File: config.mk
export PLATFORM = sky130hd
export DESIGN_NAME = ebtc_top
export DESIGN_NICKNAME = d
export VERILOG_FILES = /design/src/ebtc_pkg.sv /design/src/ebtc_top.sv /design/src/ebtc_prescaler.sv
export SDC_FILE = /design/constraint.sdc
export NUM_CORES = 1
export LEC_CHECK = 0
export ABC_CLOCK_PERIOD_IN_PS = 2700
export BUFFER_PORTS_ARGS = -buffer_cell sky130_fd_sc_hd__buf_2
export CAP_MARGIN = 20
export CORE_MARGIN = 2
export CORE_UTILIZATION = 40
export DETAILED_ROUTE_END_ITERATION = 10
export PLACE_DENSITY = 0.7
export SYNTH_ARGS = -nofsm -noshare
export SYNTH_HDL_FRONTEND = slang
export SYNTH_SLANG_ARGS = --single-unit
File: constraint.sdc
create_clock -name pclk -period 2.7 [get_ports pclk]
set_input_delay 0 -clock pclk [delete_from_list [all_inputs] [get_ports pclk]]
set_output_delay 0 -clock pclk [all_outputs]
set_load 0.005 [all_outputs]
File: src/ebtc_pkg.sv
// Constants, register map and field layouts of the 8-bit timer/counter
package ebtc_pkg;

  // Printed register indexes; byte address is four times the index
  localparam logic [7:0] IDX_COUNT     = 8'h01;
  localparam logic [7:0] IDX_INTCTL    = 8'h0B;
  localparam logic [7:0] IDX_OPTION    = 8'h81;
  localparam logic [7:0] IDX_IRQ_STAT  = 8'hC0;
  localparam logic [7:0] IDX_IRQ_MASK  = 8'hC1;

  // Reset values
  localparam logic [7:0] RST_COUNT     = 8'h00;
  localparam logic [7:0] RST_INTCTL    = 8'h00;
  localparam logic [7:0] RST_OPTION    = 8'hFF;
  localparam logic [0:0] RST_IRQ_MASK  = 1'h1;

  // Field positions
  localparam int OPT_SRC_SEL_BIT  = 5;
  localparam int OPT_EDGE_POL_BIT = 4;
  localparam int OPT_OWNER_BIT    = 3;
  localparam int INT_OVF_EN_BIT   = 5;
  localparam int INT_OVF_FLAG_BIT = 2;
  localparam int IRQ_OVF_BIT      = 0;

  // Phase slots of one instruction cycle, one pclk each
  localparam logic [1:0] PHASE_SLOT_TWO  = 2'h1;
  localparam logic [1:0] PHASE_SLOT_FOUR = 2'h3;

  // Increment hold-off after a count write, in instruction cycles
  localparam logic [1:0] WRITE_INHIBIT_CYCLES = 2'h2;

  // Option register layout
  typedef struct packed {
    logic       pullup_off;
    logic       int_edge;
    logic       clock_source_select;
    logic       edge_polarity_bit;
    logic       prescaler_owner_select;
    logic [2:0] prescale_rate_field;
  } ebtc_option_t;

  // APB transfer state
  typedef enum logic [1:0] {
    EBTC_IDLE   = 2'b00,
    EBTC_ACCESS = 2'b01
  } ebtc_bus_state_t;

endpackage

File: src/ebtc_top.sv
// 8-bit timer/counter with shared prescaler and APB register access
//
// Chosen here: the APB register port.
`timescale 1ns/1ns
module ebtc_top (
  // Clock, reset, clock enable
  input  wire logic        pclk,
  input  wire logic        presetn,
  input  wire logic        ce,
  // APB slave
  input  wire logic        psel,
  input  wire logic        penable,
  input  wire logic        pwrite,
  input  wire logic [11:0] paddr,
  input  wire logic [31:0] pwdata,
  output logic      [31:0] prdata,
  output logic             pready,
  output logic             pslverr,
  // External count clock and core state
  input  wire logic        count_clock_pin,
  input  wire logic        sleep,
  // Watchdog side of the prescaler
  input  wire logic        watchdog_tick,
  input  wire logic        watchdog_clear,
  output logic             watchdog_prescaled,
  // Interrupt
  output logic             irq
);
  import ebtc_pkg::*;

  // Byte address of a register index
  function automatic logic [11:0] reg_addr(input logic [7:0] idx);
    reg_addr = {2'b00, idx, 2'b00};
  endfunction

  // Bus state
  ebtc_bus_state_t bus_r;
  ebtc_bus_state_t bus_nxt;
  logic [31:0]     prdata_r;
  logic [31:0]     prdata_nxt;
  logic            pready_r;
  logic            pready_nxt;
  logic            pslverr_r;
  logic            pslverr_nxt;
  // Registers
  logic [7:0]      count_register_r;
  logic [7:0]      count_register_nxt;
  logic [7:0]      intctl_r;
  logic [7:0]      intctl_nxt;
  logic [7:0]      option_r;
  logic [7:0]      option_nxt;
  logic            irq_mask_r;
  logic            irq_mask_nxt;
  logic            irq_r;
  logic            irq_nxt;
  logic            wd_out_r;
  logic            wd_out_nxt;
  // Timing and edge state
  logic [1:0]      phase_r;
  logic [1:0]      phase_nxt;
  logic [1:0]      inhibit_r;
  logic [1:0]      inhibit_nxt;
  logic            pin_s1_r;
  logic            pin_s2_r;
  logic            pin_s3_r;
  logic            pin_level_r;
  logic            pin_level_nxt;
  logic            pin_prev_r;
  logic            sampled_r;
  logic            sampled_nxt;
  logic            sampled_prev_r;
  // Decodes
  ebtc_option_t    opt;
  logic            setup;
  logic            wr_en;
  logic            hit;
  logic            wr_count;
  logic            wr_intctl;
  logic            wr_stat;
  logic            inst_end;
  logic            src_level;
  logic            src_prev;
  logic            ext_edge;
  logic            pre_tick;
  logic            pre_clear;
  logic            pre_level;
  logic            wd_pulse;
  logic            step;
  logic            overflow;

  assign opt      = ebtc_option_t'(option_r);
  assign setup    = psel && !penable;
  // Write takes effect in the access cycle that sees pready high
  assign wr_en    = psel && penable && pready_r && pwrite && !pslverr_r;
  assign wr_count  = wr_en && (paddr == reg_addr(IDX_COUNT));
  assign wr_intctl = wr_en && (paddr == reg_addr(IDX_INTCTL));
  assign wr_stat   = wr_en && (paddr == reg_addr(IDX_IRQ_STAT));
  assign hit = (paddr == reg_addr(IDX_COUNT))    ||
               (paddr == reg_addr(IDX_INTCTL))   ||
               (paddr == reg_addr(IDX_OPTION))   ||
               (paddr == reg_addr(IDX_IRQ_STAT)) ||
               (paddr == reg_addr(IDX_IRQ_MASK));

  // APB slave: one wait-free access phase, error on unmapped address
  always_comb
  begin
    bus_nxt     = bus_r;
    prdata_nxt  = prdata_r;
    pready_nxt  = 1'b0;
    pslverr_nxt = 1'b0;
    case (bus_r)
      EBTC_IDLE:
      begin
        if (setup)
        begin
          bus_nxt     = EBTC_ACCESS;
          pready_nxt  = 1'b1;
          pslverr_nxt = !hit;
          prdata_nxt  = 32'h0000_0000;
          if (!pwrite && paddr == reg_addr(IDX_COUNT))
            prdata_nxt[7:0] = count_register_r;
          else if (!pwrite && paddr == reg_addr(IDX_INTCTL))
            prdata_nxt[7:0] = intctl_r;
          else if (!pwrite && paddr == reg_addr(IDX_OPTION))
            prdata_nxt[7:0] = option_r;
          else if (!pwrite && paddr == reg_addr(IDX_IRQ_STAT))
            prdata_nxt[IRQ_OVF_BIT] = intctl_r[INT_OVF_FLAG_BIT];
          else if (!pwrite && paddr == reg_addr(IDX_IRQ_MASK))
            prdata_nxt[IRQ_OVF_BIT] = irq_mask_r;
        end
      end
      EBTC_ACCESS:
        bus_nxt = EBTC_IDLE;
      default:
        bus_nxt = EBTC_IDLE;
    endcase
  end

  always_ff @(posedge pclk or negedge presetn)
  begin
    if (!presetn)
    begin
      bus_r     <= EBTC_IDLE;
      prdata_r  <= 32'h0000_0000;
      pready_r  <= 1'b0;
      pslverr_r <= 1'b0;
    end
    else if (ce)
    begin
      bus_r     <= bus_nxt;
      prdata_r  <= prdata_nxt;
      pready_r  <= pready_nxt;
      pslverr_r <= pslverr_nxt;
    end
  end

  // Count pin: three flops, level taken once stages two and three agree
  always_ff @(posedge pclk or negedge presetn)
  begin
    if (!presetn)
    begin
      pin_s1_r <= 1'b0;
      pin_s2_r <= 1'b0;
      pin_s3_r <= 1'b0;
    end
    else if (ce)
    begin
      pin_s1_r <= count_clock_pin;
      pin_s2_r <= pin_s1_r;
      pin_s3_r <= pin_s2_r;
    end
  end

  assign pin_level_nxt = (pin_s2_r == pin_s3_r) ? pin_s3_r : pin_level_r;

  // Polarity folded in: falling edges become rising ones
  assign src_level = pin_level_r ^ opt.edge_polarity_bit;
  assign src_prev  = pin_prev_r ^ opt.edge_polarity_bit;
  assign ext_edge  = src_level && !src_prev;
  assign inst_end  = (phase_r == PHASE_SLOT_FOUR);

  // Prescaler tick: pin edges in counter mode, cycles in timer mode
  assign pre_tick  = opt.clock_source_select ? ext_edge
                                             : inst_end;
  assign pre_clear = (wr_count && !opt.prescaler_owner_select)
                  || (watchdog_clear && opt.prescaler_owner_select);

  // Shared prescaler; its owner bit routes it one way only
  ebtc_prescaler u_prescaler (
    .pclk           (pclk),
    .presetn        (presetn),
    .ce             (ce),
    .tick           (opt.prescaler_owner_select ? watchdog_tick
                                                : pre_tick),
    .clear          (pre_clear),
    .to_watchdog    (opt.prescaler_owner_select),
    .rate           (opt.prescale_rate_field),
    .count_level    (pre_level),
    .watchdog_pulse (wd_pulse)
  );

  // Phase slots and the sample: prescaler output, or the pin level when the watchdog owns the prescaler
  always_comb
  begin
    phase_nxt   = phase_r + 2'h1;
    sampled_nxt = sampled_r;
    if (phase_r == PHASE_SLOT_TWO || phase_r == PHASE_SLOT_FOUR)
    begin
      if (opt.prescaler_owner_select)
        sampled_nxt = src_level;
      else
        sampled_nxt = pre_level;
    end
  end

  // Step source: direct cycles, or a rising edge of the sample
  always_comb
  begin
    if (!opt.clock_source_select && opt.prescaler_owner_select)
      step = inst_end;
    else
      step = sampled_r && !sampled_prev_r;
  end

  // Count register with write hold-off and sleep stop
  always_comb
  begin
    count_register_nxt = count_register_r;
    inhibit_nxt        = inhibit_r;
    overflow           = 1'b0;
    if (wr_count)
    begin
      count_register_nxt = pwdata[7:0];
      inhibit_nxt        = WRITE_INHIBIT_CYCLES;
    end
    else
    begin
      if (inst_end && inhibit_r != 2'h0)
        inhibit_nxt = inhibit_r - 2'h1;
      if (step && inhibit_r == 2'h0 && !sleep)
      begin
        count_register_nxt = count_register_r + 8'h01;
        overflow           = (count_register_r == 8'hFF);
      end
    end
  end

  // Control registers; a wrap in the clearing cycle keeps the flag
  always_comb
  begin
    intctl_nxt   = intctl_r;
    option_nxt   = option_r;
    irq_mask_nxt = irq_mask_r;
    if (wr_intctl)
      intctl_nxt = pwdata[7:0];
    if (wr_stat && pwdata[IRQ_OVF_BIT])
      intctl_nxt[INT_OVF_FLAG_BIT] = 1'b0;
    if (wr_en && paddr == reg_addr(IDX_OPTION))
      option_nxt = pwdata[7:0];
    if (wr_en && paddr == reg_addr(IDX_IRQ_MASK))
      irq_mask_nxt = pwdata[IRQ_OVF_BIT];
    if (overflow)
      intctl_nxt[INT_OVF_FLAG_BIT] = 1'b1;
    irq_nxt = intctl_nxt[INT_OVF_FLAG_BIT] &&
              intctl_nxt[INT_OVF_EN_BIT] && irq_mask_nxt;
    wd_out_nxt = wd_pulse;
  end

  // Register all timer state
  always_ff @(posedge pclk or negedge presetn)
  begin
    if (!presetn)
    begin
      count_register_r <= RST_COUNT;
      intctl_r         <= RST_INTCTL;
      option_r         <= RST_OPTION;
      irq_mask_r       <= RST_IRQ_MASK;
      irq_r            <= 1'b0;
      wd_out_r         <= 1'b0;
      phase_r          <= 2'h0;
      inhibit_r        <= 2'h0;
      pin_level_r      <= 1'b0;
      pin_prev_r       <= 1'b0;
      // Idle sample: low pin seen through the reset polarity, no false step
      sampled_r        <= RST_OPTION[OPT_EDGE_POL_BIT];
      sampled_prev_r   <= RST_OPTION[OPT_EDGE_POL_BIT];
    end
    else if (ce)
    begin
      count_register_r <= count_register_nxt;
      intctl_r         <= intctl_nxt;
      option_r         <= option_nxt;
      irq_mask_r       <= irq_mask_nxt;
      irq_r            <= irq_nxt;
      wd_out_r         <= wd_out_nxt;
      phase_r          <= phase_nxt;
      inhibit_r        <= inhibit_nxt;
      pin_level_r      <= pin_level_nxt;
      pin_prev_r       <= pin_level_r;
      sampled_r        <= sampled_nxt;
      sampled_prev_r   <= sampled_r;
    end
  end

  // Outputs straight from flops
  assign prdata             = prdata_r;
  assign pready             = pready_r;
  assign pslverr            = pslverr_r;
  assign irq                = irq_r;
  assign watchdog_prescaled = wd_out_r;

endmodule

File: src/ebtc_prescaler.sv
// Shared 8-bit prescaler, owned by the counter or by the watchdog
`timescale 1ns/1ns
module ebtc_prescaler (
  // Clock and reset
  input  wire logic       pclk,
  input  wire logic       presetn,
  input  wire logic       ce,
  // Control
  input  wire logic       tick,
  input  wire logic       clear,
  input  wire logic       to_watchdog,
  input  wire logic [2:0] rate,
  // Outputs
  output logic            count_level,
  output logic            watchdog_pulse
);

  logic [7:0] pre_count_r;
  logic [7:0] pre_count_nxt;
  logic [7:0] wd_mask;

  // Count the incoming ticks; software cannot see this count
  always_comb
  begin
    pre_count_nxt = pre_count_r;
    if (clear)
      pre_count_nxt = 8'h00;
    else if (tick)
      pre_count_nxt = pre_count_r + 8'h01;
  end

  always_ff @(posedge pclk or negedge presetn)
  begin
    if (!presetn)
      pre_count_r <= 8'h00;
    else if (ce)
      pre_count_r <= pre_count_nxt;
  end

  // Counter side: bit n toggles at 1:2^(n+1)
  assign count_level = pre_count_r[rate];

  // Watchdog side: 1:1 up to 1:128
  assign wd_mask        = (8'h01 << rate) - 8'h01;
  assign watchdog_pulse = to_watchdog && tick &&
                          ((pre_count_r & wd_mask) == wd_mask);

endmodule

==> results_dict.tcl, run 1 <==
set metrics [dict create \
    status "complete, no violations" \
    yosys_warnings 0 \
    ant_nets 0 \
    synth_area_mm2 0.003287 \
    antenna_cells 0 \
    dr.first_iter.drc_count 117 \
    die_h_um 94.65 \
    holdWs_ns 0.005067 \
    period_share_pct 79.11 \
    grt_use_total_pct 17.37 \
    p_seq_share_pct 44.4 \
    drive_gt1_share_pct 29.12 \
    crit_fanout 7 \
    hold_path.class "in -> reg" \
    synth.area.top_cells "dfrtp_1 (35%), dfstp_2 (8.8%), mux2_2 (6.5%), buf_4 (5.5%), nand2_1 (3.3%)" \
    worstSetupEndpointType "flip-flop" \
    vdd_drop_max_uv 300.1 \
    drt_first_pass_iters 6 \
    p_comb_share_pct 20.1 \
    critical_path_class "reg -> reg" \
    p_sw_share_pct 30.14 \
    syn_to_final_growth_pct 17.43 \
    cts.clk_slew.worst_paths_ns 0.06 \
    setup_tns_ns 0 \
    postCtsSetupBuffers 0 \
    max_slew.worst_pin.slew_ns 0.7639 \
    hpwl_mm 5.415 \
    max_cap_violations 0 \
    htree_levels 3 \
    skew_ns 0.008096 \
    final_cells 493 \
    grt-ovfl-total 0 \
    hold_viol 0 \
    num_vias 2657 \
    cts_tree "built" \
    p_int_uw 1723 \
    antenna_found_initial 0 \
    fin_crit_ns 2.136 \
    io_buffers 41 \
    rows 33 \
    routabilityCongestion 0.8624 \
    viasPerCell 5.389 \
    die_x_um 94.65 \
    grt_max_degree 35 \
    crit_path_start_kind "flip-flop" \
    cts-root-buf "clkbuf_8" \
    grt_pass1_wl_mm 11.89 \
    wl_per_cell_um 14.98 \
    die_area_mm2 0.008959 \
    layout_common_cells "dfrtp_1 (46), buf_2 (41), nand2_1 (29)" \
    final_nets 442 \
    switchingPower_uw 743.0 \
    final_common_cell "dfrtp_1" \
    synth-edff-count 0 \
    finalMaxSlewViolations 0 \
    clock_latency_ns 0.34 \
    yosysSeqAreaShare_pct 43.81 \
    slew_headroom_pct 49.07 \
    cts_buffers 9 \
    power.share.clock_pct 35.5 \
    cts_num_sinks 57 \
    synthCells 326 \
    dpl.cell_count 467 \
    grt_pass1_vias 2437 \
    powerDensity_mw_per_mm2 638.8 \
    rsz0062_at_grt "no" \
    initial_core_util_pct 40.62 \
    fin_util_pct 47.70 \
    drc 0 \
    fillers 760 \
    worstPathArrival_ns 2.35 \
    io-pin-count 90 \
    max_freq_mhz 468.2 \
    async_flop_share_pct 100.0 \
    cts_buffer_depth 2 \
    ys_ff_latch 57 \
    core-area_mm2 0.008093 \
    synth.distinct_cells 62 \
    power.leakage_uw 0.001726 \
    synth.largest_area_cell "dfrtp_1" \
    required_ns 2.92 \
    avgSynthCellArea_um2 10.08 \
    drt-total-wl_mm 7.386 \
    finalSetupViolations 0 \
    synth_flop_cell "dfrtp_1" \
    synth_top_area_share_pct 35.02 \
]
-- state kept, by name, summed over array words and instances, names as in the netlist, 2 cells and up --
| register | cells |
|---|---|
| intctl_r | 8 |
| phase_r | 2 |
| prdata | 8 |
| count_register_r | 8 |
| opt | 8 |
| inhibit_r | 2 |
| u_prescaler.pre_count_r | 8 |
-- power groups by stage --
stage	Combinational [uW]	Clock, uW	Sequential, uW
6_report	495	876	1090
5_1_grt	570	928	1110
4_1_cts	501	891	1090
3_5_place_dp	486	0	1110
3_3_place_gp	465	0	1100
2_1_floorplan	387	0	1070
-- worst max-delay path: stages (launching register included) --
cell and delay (ns):
dfrtp_1 0.42, or3b_2 0.46, a311oi_1 0.50, a311oi_4 0.15, nor3_1 0.26, xnor2_1 0.17
nor2_2 0.05
-- cell usage after synthesis (4+ instances only) --
cell type,instances
mux2_2,19
inv_1,16
nor2_1,20
clkbuf_1,8
nand3_1,4
nand2b_1,4
buf_4,24
xnor2_1,6
a21oi_1,17
a222oi_1,7
nand2_1,29
dfrtp_1,46
ha_1,5
o21ai_0,18
dfstp_2,11
nand4_1,9
o22ai_1,6
mux2i_1,6
-- per-layer routing --
layer,share of wire (%),GRT usage (%)
met2,47,27.13
met1,45,23.77
met4,1.2,7.971
met3,6.9,2.634
met5,0,0
-- logic make-up after synthesis --
group | synth area share [%]
other | 0.1141
adder cells (fa/ha/maj) | 1.903
XOR/XNOR | 2.398
multiplexers | 9.707
AO/OA/AOI/OAI | 16.10
flip-flops | 43.81
buffers and inverters | 8.793
AND/OR/NAND/NOR | 17.17
-- stage by stage --
stage          instance area, um^2  power (uW)  setup WS [ns]
3_3_place_gp                  3541        1567         0.5959
6_report                      3860        2466         0.5640
2_1_floorplan                 3373        1460         0.7418
4_1_cts                       3860        2487         0.5473
5_1_grt                       3860        2613         0.4284
3_5_place_dp                  3541        1595         0.5584
-- final cells by class --
type                            instances  area (um^2)  share of cell area, %
Sequential cell                        57         1440                  37.31
Multi-Input combinational cell        240         1644                  42.59
Timing Repair Buffer                   59        365.4                  9.465
Tap cell                              105        131.4                  3.404
Clock buffer                            9        123.9                  3.209
Inverter                               16        60.06                  1.556
Clock inverter                          7        95.09                  2.464
-- path summary, 6_finish.rpt --
kind | from | to | depth (start not counted) | slack, ns
setup / recovery | pin_level_r | u_prescaler.pre_count_r[3] | 6 | 0.56
hold / removal | watchdog_clear | u_prescaler.pre_count_r[1] | 4 | 0.005
setup reg to reg | pin_level_r | u_prescaler.pre_count_r[3] | 6 | 0.56
hold reg to reg | prdata[1] | prdata[1] | 2 | 0.47
max in group asynchronous | presetn | opt[7] | 3 | 1.69
min in group asynchronous | presetn | pin_s1_r | 2 | 0.27
-- what timing repair did --
item,4_1_cts,5_1_grt
endpoints found under the hold margin,40,0
gates resized for setup,0,0
hold buffers,10,0
Power figures use the tool's default switching activity.
==> inputs of run 2 (changes only) <==
--- a/config.mk
+++ b/config.mk
@@ -5,7 +5,7 @@
 export SDC_FILE = /design/constraint.sdc
 export NUM_CORES = 1
 export LEC_CHECK = 0
-export ABC_CLOCK_PERIOD_IN_PS = 2700
+export ABC_CLOCK_PERIOD_IN_PS = 2200
 export BUFFER_PORTS_ARGS = -buffer_cell sky130_fd_sc_hd__buf_2
 export CAP_MARGIN = 20
 export CORE_MARGIN = 2
==> constraint.sdc (replaced) <==
create_clock -name pclk -period 2.2 [get_ports pclk]
set_input_delay 0 -clock pclk [delete_from_list [all_inputs] [get_ports pclk]]
set_output_delay 0 -clock pclk [all_outputs]
set_load 0.005 [all_outputs]
==> run 2 against run 1 <==
Compared with the run above:
- highest routed layer unchanged
- design area up 2.0%
- setup slack lost 0.36 ns
- die area is the same
- clock-buffer cell count is the same
- combinational power grew 25%
==> results_dict.tcl, run 2 (synthesized netlist as in run 1, its figures left out) <==
set metrics [dict create \
    status "complete, no violations" \
    max_freq_mhz 500.3 \
    ant_nets 0 \
    final_nets 449 \
    rows 33 \
    hpwl_mm 5.311 \
    rsz0062_at_grt "no" \
    critical_path_class "reg -> reg" \
    p_int_uw 2244 \
    grt_pass1_vias 2453 \
    place_ws_ns 0.2201 \
    switchingPower_uw 913.3 \
    cts_tree "built" \
    htree_levels 3 \
    drive_gt1_share_pct 30.13 \
    drt-total-wl_mm 7.187 \
    drt_first_pass_iters 7 \
    powerDensity_mw_per_mm2 801.6 \
    p_seq_share_pct 42.7 \
    power.share.clock_pct 37.7 \
    syn_to_final_growth_pct 19.83 \
    setup_slack_ns 0.2011 \
    antenna_cells 0 \
    dr.first_iter.drc_count 152 \
    grt_max_degree 25 \
    p_sw_share_pct 28.93 \
    finalSetupViolations 0 \
    cts_num_sinks 57 \
    crit_fanout 7 \
    drc 0 \
    finalMaxSlewViolations 0 \
    hold_path.class "in -> reg" \
    worstSetupEndpointType "flip-flop" \
    die_x_um 94.65 \
    period_share_pct 90.86 \
    power.leakage_uw 0.001781 \
    final_common_cell "dfrtp_1" \
    skew_ns 0.007897 \
    wl_per_cell_um 14.37 \
    cts_buffer_depth 2 \
    num_vias 2617 \
    required_ns 2.42 \
    die_h_um 94.65 \
    initial_core_util_pct 40.62 \
    vdd_drop_max_uv 261.5 \
    grt-ovfl-total 0 \
    worstPathArrival_ns 2.22 \
    max_cap_violations 0 \
    grt_pass1_wl_mm 11.82 \
    fillers 752 \
    clock_latency_ns 0.34 \
    crit_path_start_kind "flip-flop" \
    slew_headroom_pct 54.09 \
    io-pin-count 90 \
    antenna_found_initial 0 \
    cts-root-buf "clkbuf_8" \
    routabilityCongestion 0.8561 \
    viasPerCell 5.234 \
    hold_buffers 11 \
    setup_tns_ns 0 \
    max_slew.worst_pin.slew_ns 0.6823 \
    fin_crit_ns 1.999 \
    grt_use_total_pct 17.23 \
    postCtsSetupBuffers 0 \
    core-area_mm2 0.008093 \
    io_buffers 41 \
    p_comb_share_pct 19.6 \
    cts_buffers 9 \
    layout_common_cells "dfrtp_1 (46), buf_2 (41), nand2_1 (29)" \
    die_area_mm2 0.008959 \
    hold_viol 0 \
    post_cts_resized 0 \
    cts.clk_slew.worst_paths_ns 0.07 \
]
[run 2: cell types whose count changed in the layout (fill, tap and decap cells not counted)]
cell	before	now
clkinvlp_4	4	2
buf_4	8	14
bufinv_16	2	3
clkinv_4	0	1
dlygate4sd3_1	10	11
[run 2: path summary, 6_finish.rpt]
kind,cells after the start,slack [ns],start,end
max,7,0.20,pin_level_r,u_prescaler.pre_count_r[7]
min,4,0.01,watchdog_clear,u_prescaler.pre_count_r[1]
max reg2reg,7,0.20,pin_level_r,u_prescaler.pre_count_r[7]
min reg2reg,2,0.47,prdata[5],prdata[5]
max in group asynchronous,3,1.30,presetn,opt[6]
min in group asynchronous,2,0.16,presetn,pin_level_r
[run 2: layout make-up]
type | instances | area, um^2 | share of cell area [%]
tap | 105 | 131.4 | 3.335
clock inverter | 7 | 118.9 | 3.018
timing repair buffer | 66 | 420.4 | 10.67
inverter | 16 | 60.06 | 1.525
sequential | 57 | 1440 | 36.56
clock buffer | 9 | 123.9 | 3.145
multi-input combinational | 240 | 1644 | 41.74
[run 2: critical path, stage by stage, from the launching register on]
cell and delay (ns):
dfrtp_1 0.44, or3b_2 0.46, a311oi_1 0.28, buf_4 0.17, a311oi_4 0.07, nor4_4 0.25
xnor2_1 0.17, nor2_2 0.04
[run 2: routing by layer]
layer | vias to the layer above | routed length (um) | track usage [%]
li1 | 1268 | - | -
met1 | 1249 | 3354 | 23.53
met2 | 90 | 3317 | 26.65
met3 | 10 | 428 | 3.671
met4 | 0 | 87 | 7.005
met5 | - | 0 | 0
[run 2: metrics by stage]
step	cells	hold WS [ns]	area, um^2	power, uW	util (%)
detailed placement	473	-0.001265	3586	1967	44.31
finish	500	0.01142	3939	3157	48.67
global route	500	0.05663	3939	3343	48.67
CTS	500	0.01084	3939	3187	48.67
global placement	473	-0.01152	3586	1933	44.31
floorplan	349	-0.2956	3373	1792	-
[run 2: power by group through the flow]
stage	clock (uW)	sequential [uW]	combinational [uW]
6_report	1190	1350	620
5_1_grt	1260	1370	713
4_1_cts	1210	1350	630
3_5_place_dp	0	1360	605
3_3_place_gp	0	1350	582
2_1_floorplan	0	1320	475
